--- src/logic/dio_pkg.sv ---
// Purpose: Shared constants for the mixed digital I/O unit with diagnostics
// Assumes: Single 20 MHz system clock
// Notes:   Record layout, codes, reset values and timing counts live here
package dio_pkg;

	// Channel widths
	localparam int CHANNELS = 8;

	// Process image offsets (input and output images share offset 0)
	localparam logic [7:0] IMAGE_OFFSET = 8'h00;

	// Diagnostic record number and byte layout
	localparam logic [7:0] DIAG_RECORD_NUM   = 8'h01;
	localparam int         REC_BYTES         = 20;
	localparam int         REC_AW            = 5;
	localparam logic [4:0] REC_ERROR_FLAGS   = 5'h00;
	localparam logic [4:0] REC_MODULE_CLASS  = 5'h01;
	localparam logic [4:0] REC_RESERVED_C    = 5'h02;
	localparam logic [4:0] REC_RESERVED_D    = 5'h03;
	localparam logic [4:0] REC_CHANNEL_KIND  = 5'h04;
	localparam logic [4:0] REC_BITS_PER_CH   = 5'h05;
	localparam logic [4:0] REC_CHANNEL_COUNT = 5'h06;
	localparam logic [4:0] REC_CH_SUMMARY    = 5'h07;
	localparam logic [4:0] REC_PER_CH_FIRST  = 5'h08;
	localparam logic [4:0] REC_TIMESTAMP_B0  = 5'h10;
	localparam logic [4:0] REC_LAST          = 5'h13;

	// Error flag bit positions in the first record byte
	localparam int FLAG_MODULE_FAIL = 0;
	localparam int FLAG_INTERNAL    = 1;
	localparam int FLAG_EXTERNAL    = 2;
	localparam int FLAG_OVERLOAD    = 4;
	localparam int FLAG_PARAM       = 7;

	// Fixed record contents and reset values
	localparam logic [7:0] ERROR_FLAGS_RESET  = 8'h00;
	localparam logic [7:0] MODULE_CLASS_INFO  = 8'h0F;
	localparam logic [7:0] CHANNEL_KIND_CODE  = 8'h72;
	localparam logic [7:0] DIAG_BITS_PER_CH   = 8'h00;
	localparam logic [7:0] CHANNEL_COUNT_CODE = 8'h00;
	localparam logic [7:0] RESERVED_BYTE      = 8'h00;
	localparam logic [7:0] IMAGE_RESET        = 8'h00;

	// Timing: clock rate, microsecond tick, 1 Hz blink half period
	localparam int CLK_HZ        = 20_000_000;
	localparam int TICK_US       = 1;
	localparam int TICK_CYCLES   = CLK_HZ / 1_000_000 * TICK_US;
	localparam int BLINK_HALF_MS = 500;
	localparam int BLINK_CYCLES  = BLINK_HALF_MS * (CLK_HZ / 1000);

	// Record refresh sequencer states
	typedef enum logic [1:0] {
		SEQ_IDLE = 2'b00,
		SEQ_FILL = 2'b01
	} seq_state_t;

endpackage

--- src/logic/diag_record_mem.sv ---
// Purpose: Byte store holding the diagnostic record snapshot
// Assumes: One write port, one registered read port
// Notes:   Read data come out of a register; zero_rd forces a zero answer
`timescale 1ns/1ns
`default_nettype none
module diag_record_mem #(
	parameter int WIDTH = 8,
	parameter int DEPTH = 20,
	parameter int AW    = 5
) (
	// Clock and reset
	input  wire logic             clk_sys,
	input  wire logic             rst_n,
	// Write port
	input  wire logic             wr_en,
	input  wire logic [AW-1:0]    wr_addr,
	input  wire logic [WIDTH-1:0] wr_data,
	// Read port
	input  wire logic             rd_en,
	input  wire logic             zero_rd,
	input  wire logic [AW-1:0]    rd_addr,
	output var  logic [WIDTH-1:0] rd_data
);

	logic [WIDTH-1:0] store [DEPTH];
	wire              rd_hit = rd_en && !zero_rd && (32'(rd_addr) < DEPTH);

	// Storage array, no reset needed since the sequencer fills it
	always_ff @(posedge clk_sys) begin
		if (wr_en && (32'(wr_addr) < DEPTH)) begin
			store[wr_addr] <= wr_data;
		end
	end

	// Registered read; out-of-range or refused reads give zero
	always_ff @(posedge clk_sys) begin
		if (!rst_n) begin
			rd_data <= '0;
		end else if (rd_hit) begin
			rd_data <= store[rd_addr];
		end else if (rd_en) begin
			rd_data <= '0;
		end
	end

endmodule
`default_nettype wire

--- src/logic/mixed_digital_io_diag.sv ---
// Purpose: Mixed 8-in/8-out digital unit with overload diagnostics and LEDs
// Assumes: Head station ports synchronous to clk_sys at 20 MHz
// Notes:   Diagnostic record is refreshed into a byte store on each event
//
// Functional notes
// - Input image byte bit n carries input channel n.
// - Head station writes output image byte; bit n drives output n.
// - With interrupt enabled, overload raises incoming interrupt; disabled raises none.
// - Red status light follows overload regardless of interrupt setting.
// - When the cause clears, a going interrupt follows automatically if an incoming one was sent.
// - Record number 01h returns the diagnostic record.
// - Flag byte: bit0 failure, 1 internal, 2 external, 4 overload, 7 parameter.
// - Module information byte reads 0Fh, digital module class.
// - Channel type byte reads 72h, digital output.
// - Bits-per-channel and channel-count bytes read 00h.
// - Record: eight fields, eight zero bytes, four timestamp bytes.
// - A diagnostic event captures the microsecond ticker into the timestamp.
// - Ticker starts at 0, counts microseconds, wraps after 32-bit maximum.
// - Green status lights steady on while bus and module are healthy.
// - Red status light steady on while the module reports an error other than a configuration error.
// - Configuration error flashes red status light at 1 Hz.
// - Backplane communication error flashes green status lights at 1 Hz.
// - Each channel's green light shows that channel's logic level.
`timescale 1ns/1ns
`default_nettype none
module mixed_digital_io_diag #(
	parameter int BLINK_HALF_CYCLES = dio_pkg::BLINK_CYCLES,
	parameter int CH                = dio_pkg::CHANNELS
) (
	// Clock and reset
	input  wire logic          clk_sys,
	input  wire logic          rst_n,
	// Field channels
	input  wire logic [CH-1:0] field_in,
	output var  logic [CH-1:0] field_out,
	input  wire logic [CH-1:0] out_overload,
	// Module condition inputs
	input  wire logic          diag_irq_enable,
	input  wire logic          module_failure,
	input  wire logic          internal_error,
	input  wire logic          external_error,
	input  wire logic          param_error,
	input  wire logic          bus_comm_error,
	// Process images
	output var  logic [7:0]    input_image_byte,
	input  wire logic          out_image_wr,
	input  wire logic [7:0]    out_image_data,
	output var  logic [7:0]    output_image_byte,
	// Record read port
	input  wire logic          rec_rd,
	input  wire logic [7:0]    rec_num,
	input  wire logic [4:0]    rec_idx,
	output var  logic          rec_valid,
	output var  logic          rec_refused,
	output var  logic [7:0]    rec_data,
	// Diagnostic interrupts
	output var  logic          diag_irq_incoming,
	output var  logic          diag_irq_going,
	// Status bar and channel lights
	output var  logic          led_status_green,
	output var  logic          led_status_red,
	output var  logic [CH-1:0] led_in,
	output var  logic [CH-1:0] led_out
);

	localparam int TW = $clog2(dio_pkg::TICK_CYCLES);
	localparam int BW = $clog2(BLINK_HALF_CYCLES + 1);
	localparam logic [TW-1:0] TICK_LAST  = TW'(dio_pkg::TICK_CYCLES - 1);
	localparam logic [BW-1:0] BLINK_LAST = BW'(BLINK_HALF_CYCLES - 1);

	// Builds one record byte from its position, the flags and the timestamp
	function automatic logic [7:0] record_byte(
		input logic [4:0]  idx,
		input logic [7:0]  flags,
		input logic [31:0] stamp
	);
		logic [7:0] b;
		b = dio_pkg::RESERVED_BYTE;
		case (idx)
			dio_pkg::REC_ERROR_FLAGS:   b = flags;
			dio_pkg::REC_MODULE_CLASS:  b = dio_pkg::MODULE_CLASS_INFO;
			dio_pkg::REC_CHANNEL_KIND:  b = dio_pkg::CHANNEL_KIND_CODE;
			dio_pkg::REC_BITS_PER_CH:   b = dio_pkg::DIAG_BITS_PER_CH;
			dio_pkg::REC_CHANNEL_COUNT: b = dio_pkg::CHANNEL_COUNT_CODE;
			default: begin
				if (idx >= dio_pkg::REC_TIMESTAMP_B0) begin
					b = stamp[8*(idx - dio_pkg::REC_TIMESTAMP_B0) +: 8];
				end
			end
		endcase
		return b;
	endfunction

	// Registers
	logic [TW-1:0]           prescale;
	logic [31:0]             ticker;
	logic [BW-1:0]           blink_cnt;
	logic                    blink;
	logic [7:0]              flags_prev;
	logic                    overload_prev;
	logic                    irq_armed;
	logic [7:0]              snap_flags;
	logic [31:0]             snap_stamp;
	logic [4:0]              fill_idx;
	dio_pkg::seq_state_t     seq;
	dio_pkg::seq_state_t     next_seq;

	// Condition decode
	wire       overload_any = |out_overload;
	wire [7:0] flags_now;
	assign flags_now[dio_pkg::FLAG_MODULE_FAIL] = module_failure;
	assign flags_now[dio_pkg::FLAG_INTERNAL]    = internal_error;
	assign flags_now[dio_pkg::FLAG_EXTERNAL]    = external_error;
	assign flags_now[3]                         = 1'b0;
	assign flags_now[dio_pkg::FLAG_OVERLOAD]    = overload_any;
	assign flags_now[6:5]                       = 2'b00;
	assign flags_now[dio_pkg::FLAG_PARAM]       = param_error;

	// Event and tick decode
	wire tick_us      = (prescale == TICK_LAST);
	wire blink_wrap   = (blink_cnt == BLINK_LAST);
	wire diag_event   = (flags_now != flags_prev);
	wire ovl_rise     = overload_any && !overload_prev;
	wire ovl_fall     = !overload_any && overload_prev;
	wire irq_raise    = diag_irq_enable && ovl_rise;
	wire irq_clear    = ovl_fall && irq_armed;
	wire module_ok    = (flags_now == dio_pkg::ERROR_FLAGS_RESET);
	wire fill_last    = (fill_idx == dio_pkg::REC_LAST);
	wire [7:0] fill_byte = record_byte(fill_idx, snap_flags, snap_stamp);

	// Record read decode
	wire rec_wrong    = (rec_num != dio_pkg::DIAG_RECORD_NUM);
	wire rec_too_far  = (rec_idx > dio_pkg::REC_LAST);
	wire rec_zero     = rec_wrong || rec_too_far;

	// LED decode
	wire next_red     = param_error ? blink : !module_ok;
	wire next_green   = bus_comm_error ? blink : module_ok;

	// Sequencer next state
	always_comb begin
		next_seq = seq;
		case (seq)
			dio_pkg::SEQ_IDLE: begin
				if (diag_event) begin
					next_seq = dio_pkg::SEQ_FILL;
				end
			end
			dio_pkg::SEQ_FILL: begin
				if (fill_last && !diag_event) begin
					next_seq = dio_pkg::SEQ_IDLE;
				end
			end
			default: next_seq = dio_pkg::SEQ_IDLE;
		endcase
	end

	// Microsecond prescaler, restarts at power-on
	always_ff @(posedge clk_sys) begin
		if (!rst_n) begin
			prescale <= '0;
		end else if (tick_us) begin
			prescale <= '0;
		end else begin
			prescale <= prescale + TW'(1);
		end
	end

	// Free-running microsecond ticker, wraps naturally at 32 bits
	always_ff @(posedge clk_sys) begin
		if (!rst_n) begin
			ticker <= 32'h0000_0000;
		end else if (tick_us) begin
			ticker <= ticker + 32'h0000_0001;
		end
	end

	// Half-second toggle for the 1 Hz blink
	always_ff @(posedge clk_sys) begin
		if (!rst_n) begin
			blink_cnt <= '0;
			blink     <= 1'b0;
		end else if (blink_wrap) begin
			blink_cnt <= '0;
			blink     <= !blink;
		end else begin
			blink_cnt <= blink_cnt + BW'(1);
		end
	end

	// Input image samples the field inputs every cycle
	always_ff @(posedge clk_sys) begin
		if (!rst_n) begin
			input_image_byte <= dio_pkg::IMAGE_RESET;
		end else begin
			input_image_byte <= field_in;
		end
	end

	// Output image and field drive change only on a head station write
	always_ff @(posedge clk_sys) begin
		if (!rst_n) begin
			output_image_byte <= dio_pkg::IMAGE_RESET;
			field_out         <= '0;
		end else if (out_image_wr) begin
			output_image_byte <= out_image_data;
			field_out         <= out_image_data;
		end
	end

	// Input channel lights follow the input levels
	always_ff @(posedge clk_sys) begin
		if (!rst_n) begin
			led_in <= '0;
		end else begin
			led_in <= field_in;
		end
	end

	// Output channel lights follow the driven levels
	always_ff @(posedge clk_sys) begin
		if (!rst_n) begin
			led_out <= '0;
		end else begin
			led_out <= field_out;
		end
	end

	// Red status light
	always_ff @(posedge clk_sys) begin
		if (!rst_n) begin
			led_status_red <= 1'b0;
		end else begin
			led_status_red <= next_red;
		end
	end

	// Green status lights
	always_ff @(posedge clk_sys) begin
		if (!rst_n) begin
			led_status_green <= 1'b0;
		end else begin
			led_status_green <= next_green;
		end
	end

	// Overload history for the edge detectors; resets to the idle level
	always_ff @(posedge clk_sys) begin
		if (!rst_n) begin
			overload_prev <= 1'b0;
		end else begin
			overload_prev <= overload_any;
		end
	end

	// Incoming interrupt stays armed until its going partner is sent
	always_ff @(posedge clk_sys) begin
		if (!rst_n) begin
			irq_armed <= 1'b0;
		end else if (irq_raise) begin
			irq_armed <= 1'b1;
		end else if (irq_clear) begin
			irq_armed <= 1'b0;
		end
	end

	// Incoming and going diagnostic interrupt pulses
	always_ff @(posedge clk_sys) begin
		if (!rst_n) begin
			diag_irq_incoming <= 1'b0;
			diag_irq_going    <= 1'b0;
		end else begin
			diag_irq_incoming <= irq_raise;
			diag_irq_going    <= irq_clear;
		end
	end

	// Previous flag byte, used to spot diagnostic events
	always_ff @(posedge clk_sys) begin
		if (!rst_n) begin
			flags_prev <= dio_pkg::ERROR_FLAGS_RESET;
		end else begin
			flags_prev <= flags_now;
		end
	end

	// Snapshot of flags and ticker at each diagnostic event
	always_ff @(posedge clk_sys) begin
		if (!rst_n) begin
			snap_flags <= dio_pkg::ERROR_FLAGS_RESET;
			snap_stamp <= 32'h0000_0000;
		end else if (diag_event) begin
			snap_flags <= flags_now;
			snap_stamp <= ticker;
		end
	end

	// Sequencer state; reset starts with a full fill of the store
	always_ff @(posedge clk_sys) begin
		if (!rst_n) begin
			seq <= dio_pkg::SEQ_FILL;
		end else begin
			seq <= next_seq;
		end
	end

	// Fill index walks all record bytes; an event restarts it from byte 0
	always_ff @(posedge clk_sys) begin
		if (!rst_n) begin
			fill_idx <= dio_pkg::REC_ERROR_FLAGS;
		end else if (diag_event) begin
			fill_idx <= dio_pkg::REC_ERROR_FLAGS;
		end else if (seq == dio_pkg::SEQ_FILL && !fill_last) begin
			fill_idx <= fill_idx + 5'h01;
		end
	end

	// Read handshake flags
	always_ff @(posedge clk_sys) begin
		if (!rst_n) begin
			rec_valid   <= 1'b0;
			rec_refused <= 1'b0;
		end else begin
			rec_valid   <= rec_rd;
			rec_refused <= rec_rd && rec_zero;
		end
	end

	// Record byte store with registered read data
	diag_record_mem #(
		.WIDTH (8),
		.DEPTH (dio_pkg::REC_BYTES),
		.AW    (dio_pkg::REC_AW)
	) u_record (
		.clk_sys (clk_sys),
		.rst_n   (rst_n),
		.wr_en   (seq == dio_pkg::SEQ_FILL),
		.wr_addr (fill_idx),
		.wr_data (fill_byte),
		.rd_en   (rec_rd),
		.zero_rd (rec_zero),
		.rd_addr (rec_idx),
		.rd_data (rec_data)
	);

endmodule
`default_nettype wire

--- config.mk ---
export PLATFORM = sky130hd
export DESIGN_NAME = mixed_digital_io_diag
export DESIGN_NICKNAME = d
export VERILOG_FILES = /design/src/logic/dio_pkg.sv /design/src/logic/diag_record_mem.sv /design/src/logic/mixed_digital_io_diag.sv
export SDC_FILE = /design/constraint.sdc
export NUM_CORES = 1
export LEC_CHECK = 0
export BUFFER_PORTS_ARGS = -buffer_cell sky130_fd_sc_hd__clkbuf_2
export CAP_MARGIN = 20
export CORE_ASPECT_RATIO = 0.6
export CORE_MARGIN = 1.5
export CORE_UTILIZATION = 45
export DETAILED_ROUTE_END_ITERATION = 8
export GPL_TIMING_DRIVEN = 0
export PLACE_DENSITY = 0.65
export SLEW_MARGIN = 30
export SYNTH_ARGS = -nofsm -noshare
export SYNTH_HDL_FRONTEND = slang
export SYNTH_HIERARCHICAL = 1
export SYNTH_SLANG_ARGS = --single-unit
--- constraint.sdc ---
create_clock -name clk_sys -period 2.4 [get_ports clk_sys]
set_clock_uncertainty 0.2 [all_clocks]
set_input_delay 0.48 -clock clk_sys [delete_from_list [all_inputs] [get_ports clk_sys]]
set_output_delay 0.48 -clock clk_sys [all_outputs]
set_load 0.02 [all_outputs]
==> results of run 1 <==
-- critical path: cells and delay by family, from the launching register on --
family | cells | cell delay, ns
buffers and inverters | 1 | 0.47
DFF | 1 | 0.41
and+or+nand+nor | 2 | 0.98
-- power by group --
part	switching, W	internal [W]
sequential	0.0000349	0.00560
combinational	0.000429	0.000257
clock	0.00202	0.00323
-- flip-flops by register name (all words and copies together) (netlist names) --
signal,cells
diag_irq_going,1
seq,1
fill_idx,5
led_in,8
snap_stamp,32
led_status_green,1
flags_prev,5
output_image_byte,8
rec_valid,1
irq_armed,1
led_status_red,1
prescale,5
ticker,32
snap_flags,5
blink_cnt,24
u_record/store,160
blink,1
led_out,8
diag_irq_incoming,1
rec_refused,1
u_record/rd_data,8
-- cells by family after synthesis --
kind of cell	after synthesis
multiplexers	105
XOR/XNOR	30
AO/OA/AOI/OAI	195
adder cells (fa/ha/maj)	8
buffers and inverters	100
AND/OR/NAND/NOR	356
flip-flops	309
-- synthesized netlist by cell type, types with 13 or more instances --
cell / number
dfxtp_1: 149
xnor2_1: 15
nor2b_1: 13
o31ai_1: 23
o21ai_0: 42
inv_1: 17
xor2_1: 15
a21oi_1: 71
nand3_1: 60
edfxtp_1: 160
nand2_1: 50
mux2i_1: 89
and2_1: 22
nand4_1: 15
and3_1: 15
or4_1: 23
a22oi_1: 17
nor2_1: 88
clkbuf_1: 43
buf_4: 24
nor3_1: 19
-- final timing paths --
kind                  start                   end  cells past startpoint  slack, ns
max             fill_idx[1]  u_record/store[2][7]                      3      -0.03
min          bus_comm_error      led_status_green                      3       0.02
max reg2reg     fill_idx[1]  u_record/store[2][7]                      3      -0.03
min reg2reg    blink_cnt[0]          blink_cnt[0]                      1       0.24
-- area by class of cell --
| cell class | instances | area, um^2 |
|---|---|---|
| fillers | 2352 | 12240 |
| well taps | 367 | 459.2 |
| clock buffers | 37 | 807.0 |
| clock inverters | 15 | 286.5 |
| multi-input cells | 698 | 4985 |
| inverters | 18 | 67.56 |
| repair buffers | 124 | 778.2 |
| flip-flops and latches | 309 | 7797 |
| plain buffers | 81 | 449.2 |
-- repair_timing --
item / CTS / global route
endpoints found under the setup margin: 210 / 293
setup buffers: 3 / 2
hold buffers: 18 / 0
cloned: 4 / 0
endpoints found under the hold margin: 18 / 0
gates resized for setup: 34 / 43
pin swaps: 6 / 3
-- routing by layer --
layer	track usage	routed length (um)	vias to the layer above
met4	0.03653	394	2
met1	0.3447	16080	4636
met2	0.3132	13540	339
li1	-	-	4435
met3	0.06156	3158	33
met5	0	13	-
-- stage by stage --
step	power, W	hold WS (ns)	setup TNS, ns	instance area (um^2)	instances
final	0.01158	0.02283	-0.5243	15630	1649
after global routing	0.01190	0.02102	-6.868	15630	1649
after CTS	0.01163	0.003886	-2.816	15470	1647
after detailed placement	0.006356	0.2321	-65.34	14000	1571
after global placement	0.006338	0.2209	-152.02	13880	1568
after floorplan	0.006117	0.2130	0	12930	1103
==> summary.md, run 1 <==
| Metric | Value |
|---|---|
| Status | `complete, but fails checks` |
| Failing checks | `setup timing` |
| Clock buffer depth | `3` |
| CTS buffer count | `28` |
| Cell area after synthesis | `0.01291 mm^2` |
| Post-DP HPWL | `approximately 22000 um` |
| Layout cells sized above 1 | `0.2168` |
| GRT Overall Usage | `0.2233` |
| I/O pin count | `a little over 100` |
| Synth Area in XOR/XNOR | `0.02035` |
| Final setup violating endpoints | `28` |
| Final hold viol count | `0` |
| Number of global-route vias before repair | `between 8000 and 9000` |
| Routed wire length | `33180 um` |
| Hold crit path type | `in2reg` |
| Fmax achieved | `slightly above 400 MHz` |
| Antenna fix cells | `0` |
| Slowest stage delay, CP | `~0.54 ns` |
| Tcrit/Tclk final | `1.013` |
| Yosys top cell by area | `edfxtp_1` |
| Slowest-stage cell, CP | `nor2_2` |
| Slew HR | `0.3903` |
| Area contributors post-synth | `edfxtp_1 37%, dfxtp_1 23%, mux2i_1 6.9%, a21oi_1 2.8%, nor2_1 2.6%` |
| Critical Path Source Type | `register` |
| Die ar. | `roughly 0.03 mm^2` |
| DRT iter0 DRCs | `830` |
| Pins Over Slew Limit | `0` |
| Leak | `~5.6 nW` |
| CTS tree | `done` |
| Via density | `between 5 and 6` |
| Clk_lat worst skew | `0.57 ns` |
| Largest net degree at the start of global routing | `21` |
| Worst endpoint required time | `approximately 2.4 ns` |
| Mapped Cells | `1103` |
| Asr flop ratio synth | `0` |
| Post-synthesis sequential area ratio | `0.6031` |
| Critical Path End Type | `register` |
| Share of the synthesized area in the top cell type | `0.3721` |
| Final min period | `roughly 2.4 ns` |
| Post-synthesis compound-gate area fraction | `0.09341` |
| Yosys Warn Count | `6` |
| PwrDens | `740.6 mW/mm^2` |
| Most frequent cells in the layout | `160 x edfxtp_1, 143 x dfxtp_1, 104 x clkbuf_2` |
| Initial cell density of the core | `0.4632` |
| Unique masters post-synth | `57` |
| CTS Sinks | `309` |
| Register bit total from synthesis | `~310` |
| Core area | `roughly 0.028 mm^2` |
| RSZ-0062 raised after global routing | `true` |
| Main combinational cell family by area after synthesis | `simple AND/OR/NAND/NOR gates` |
| Die width | `~220 um` |
| First-pass GRT wire length | `51120 um` |
| CP Max Fanout | `8` |
| Post-synth EDFFs | `160` |
| H-tree Lvls | `1` |
| Commonest non-fill, non-tap cell in the layout | `edfxtp_1` |
| Syn Area/Cell | `around 12 um^2` |
| WS Path Type | `reg2reg` |
| Initial antenna violation count | `1` |
| Mux cell area share after synthesis | `0.08992` |
| Die H | `about 130 um` |
| Quantity of I/O buffers inserted on ports | `a little under 100` |
| Simple-gate share of the synthesized area | `0.1469` |
| GP Congestion | `about 0.83` |
| Adder-cell share of the synthesized area | `0.007752` |
| Post-Syn Nets | `about 1200` |
| WL per Instance | `between 20 and 25 um` |
| DR DRC count | `0` |
| Worst Setup Slack, final | `-0.03177 ns` |
| Max-Cap Viols | `0` |
| Via count | `approximately 9400` |
| Clock transition at path regs | `0.07 ns` |
| Top_reg_cell synth | `edfxtp_1` |
| Post-Place Worst Slack | `-0.4384 ns` |
| Worst Tran Pin Value | `roughly 0.91 ns` |
| Global route overflow | `0` |
| CP Cell Sequence | `clkbuf_1, nand2b_1, nor2_2` |
| Nets | `approximately 1300` |
| Router iterations before antenna repair | `5` |
| DRT antenna net count | `0` |
| Synth-to-layout area growth | `21.05%` |
| Critical Path AT | `about 2.4 ns` |
| Final Core Density | `0.5607` |
| FP Rows | `47` |
| Worst vdd ir | `approximately 400 uV` |
| CTS Root Cell | `clkbuf_16` |
No activity file was read; power rests on OpenSTA's default activity.
==> run 2, diff against run 1 <==
--- a/config.mk
+++ b/config.mk
@@ -5,6 +5,7 @@
 export SDC_FILE = /design/constraint.sdc
 export NUM_CORES = 1
 export LEC_CHECK = 0
+export ABC_AREA = 1
 export BUFFER_PORTS_ARGS = -buffer_cell sky130_fd_sc_hd__clkbuf_2
 export CAP_MARGIN = 20
 export CORE_ASPECT_RATIO = 0.6
@@ -12,7 +13,6 @@
 export CORE_UTILIZATION = 45
 export DETAILED_ROUTE_END_ITERATION = 8
 export GPL_TIMING_DRIVEN = 0
-export PLACE_DENSITY = 0.65
 export SLEW_MARGIN = 30
 export SYNTH_ARGS = -nofsm -noshare
 export SYNTH_HDL_FRONTEND = slang
==> summary.md, run 2 <==
| Metric | Value |
|---|---|
| Post-synthesis sequential area ratio | `0.5670` |
| Top-count cell post-synth | `nand2_1` |
| H-tree Lvls | `1` |
| Area post-placement | `between 0.01 and 0.015 mm^2` |
| DRT antenna net count | `0` |
| Biggest register | `u_record/store` |
| Unique masters post-synth | `between 40 and 50` |
| Critical Path AT | `roughly 2.4 ns` |
| Cell area after synthesis | `around 0.014 mm^2` |
| FP Rows | `a little under 50` |
| RSZ-0062 raised after global routing | `true` |
| I/O pin count | `between 100 and 150` |
| Post-DP HPWL | `26080 um` |
| CTS Root Cell | `clkbuf_16` |
| Clock transition at path regs | `about 0.07 ns` |
| Post-Syn Nets | `~1700` |
| Worst endpoint required time | `between 2 and 2.5 ns` |
| Via count | `11250` |
| Initial cell density of the core | `0.4581` |
| Number of global-route vias before repair | `slightly above 10000` |
| Yosys Warn Count | `6` |
| Most instantiated cells after synthesis | `372 x nand2_1, 276 x nor2_1, 203 x inv_1, 160 x edfxtp_1, 149 x dfxtp_1` |
| Leak | `6.830 nW` |
| Footprint of the multi-input gates | `about 0.0049 mm^2` |
| Syn Area/Cell | `~8.5 um^2` |
| Nets | `around 1800` |
| DRT iter0 DRCs | `1117` |
| Clock buffer depth | `3` |
| PnR Total Power | `0.01128 W` |
| Die width | `228.5 um` |
| Via density | `just over 5` |
| Reg-to-reg critical path startpoint | `fill_idx[2]` |
| First-pass GRT wire length | `57620 um` |
| PwrDens | `697.8 mW/mm^2` |
| Die H | `138.3 um` |
| Synth-to-layout area growth | `17.71%` |
| Tcrit/Tclk final | `0.9829` |
| Final cell count without fillers | `2216` |
| Hold crit path type | `in2reg` |
| Final hold viol count | `0` |
| Layout cells sized above 1 | `0.1421` |
| Max reg flops | `between 150 and 200` |
| DR DRC count | `0` |
| CTS Sinks | `309` |
| Initial antenna violation count | `1` |
| Final Core Density | `0.5393` |
| Final min period | `about 2.4 ns` |
| CTS tree | `done` |
| Core area | `0.02998 mm^2` |
| WL per Instance | `about 17 um` |
| Critical Path Source Type | `register` |
| Asr flop ratio synth | `0` |
| Top_reg_cell synth | `edfxtp_1` |
| Largest net degree at the start of global routing | `21` |
| Slew HR | `0.4196` |
| Area contributors post-synth | `edfxtp_1 35%, dfxtp_1 22%, nand2_1 10%, nor2_1 7.5%, inv_1 5.5%` |
| DP Cell Count | `2129` |
| Fmax achieved | `between 400 and 500 MHz` |
| Post-synth EDFFs | `160` |
| Global route overflow | `0` |
| Fin Setup TNS | `0 ns` |
| FF/Latch Area | `about 0.008 mm^2` |
| Yosys top cell by area | `edfxtp_1` |
| Worst vdd ir | `about 520 uV` |
| Routed wire length | `between 30000 and 40000 um` |
| Critical Path End Type | `register` |
| Quantity of I/O buffers inserted on ports | `99` |
| Clk_lat worst skew | `~0.56 ns` |
| Crit path launch | `fill_idx[2]` |
| Fin area | `0.01617 mm^2` |
| CTS buffer count | `30` |
| # fillers | `2784` |
| Worst Tran Pin Value | `a little under 0.9 ns` |
| Status | `finished, final reports clean` |
| GP Congestion | `0.9284` |
| Commonest non-fill, non-tap cell in the layout | `nand2_1` |
| CP Max Fanout | `9` |
| GRT Overall Usage | `0.2334` |
| Hold Crit Start | `rec_num[6]` |
| Max-Cap Viols | `0` |
| Top Registers | `u_record/store (160), snap_stamp (32), ticker (32)` |
| Register bit total from synthesis | `309` |
| Die ar. | `0.03161 mm^2` |
| Most frequent cells in the layout | `366 x nand2_1, 272 x nor2_1, 203 x inv_1` |
| WS Path Type | `reg2reg` |
| Mapped Cells | `1622` |
| Final setup violating endpoints | `0` |
| Pins Over Slew Limit | `0` |
| Share of the synthesized area in the top cell type | `0.3498` |
| Router iterations before antenna repair | `5` |
| Antenna fix cells | `0` |
==> run 2: critical path, stage by stage (launching register included) <==
cell	delay, ns
dfxtp_1	0.40
nor2_1	0.16
o21ai_0	0.11
nor3_1	0.26
inv_1	0.19
nor2_1	0.67
==> run 2: power by group <==
group	internal [W]	switching, W
logic	0.000260	0.000509
registers	0.00561	0.0000415
clock network	0.00281	0.00205
total	0.00868	0.00260
==> run 2: worst paths after layout <==
path | to | slack, ns | cells after the start
worst max-delay path | u_record/store[0][7] | 0.04 | 5
worst min-delay path | rec_refused | 0.03 | 3
worst max register to register | u_record/store[0][7] | 0.04 | 5
worst min register to register | prescale[0] | 0.25 | 1
==> run 2: repair_timing <==
item / 4_1_cts / 5_1_grt
hold buffers: 25 / 0
setup endpoints to repair: 160 / 170
buffers inserted: 5 / 0
hold endpoints to repair: 25 / 0
pin swaps: 4 / 2
resized for setup: 15 / 10
cloned: 2 / 1
==> run 2: kinds of logic (layout without fill, tap and decap cells) <==
logic type / after synthesis / after routing / share of synthesized area
AOI/OAI and AO/OA: 157 / 157 / 0.06213
xor gates and xnor gates: 17 / 17 / 0.01084
adders and majority gates: 8 / 8 / 0.007288
buffers and inverters: 280 / 463 / 0.08864
DFF: 309 / 309 / 0.5670
and+or+nand+nor: 851 / 854 / 0.2641
==> run 2: cell type report <==
cell class,count,share of cell area
flip-flops and latches,309,0.4818
multi-input cells,1036,0.3004
clock buffers,39,0.05240
inverters,212,0.04969
repair buffers,129,0.04845
well taps,408,0.03158
plain buffers,67,0.02562
clock inverters,16,0.01006
==> run 2: stage by stage <==
stage / hold WS [ns] / setup WS, ns
finish: 0.02807 / 0.04093
global route: 0.03523 / -0.1108
CTS: 0.004226 / 0.03395
detailed placement: 0.2357 / -0.7912
global placement: 0.2290 / -0.8809
floorplan: 0.2175 / 0.1202
==> run 2: routing by layer <==
layer | share of wire | track usage | wire, um
met4 | 0.0096 | 0.03172 | 355
met3 | 0.11 | 0.06044 | 3981
met2 | 0.37 | 0.3027 | 13650
met1 | 0.51 | 0.3861 | 18910
met5 | 0 | 0 | 0
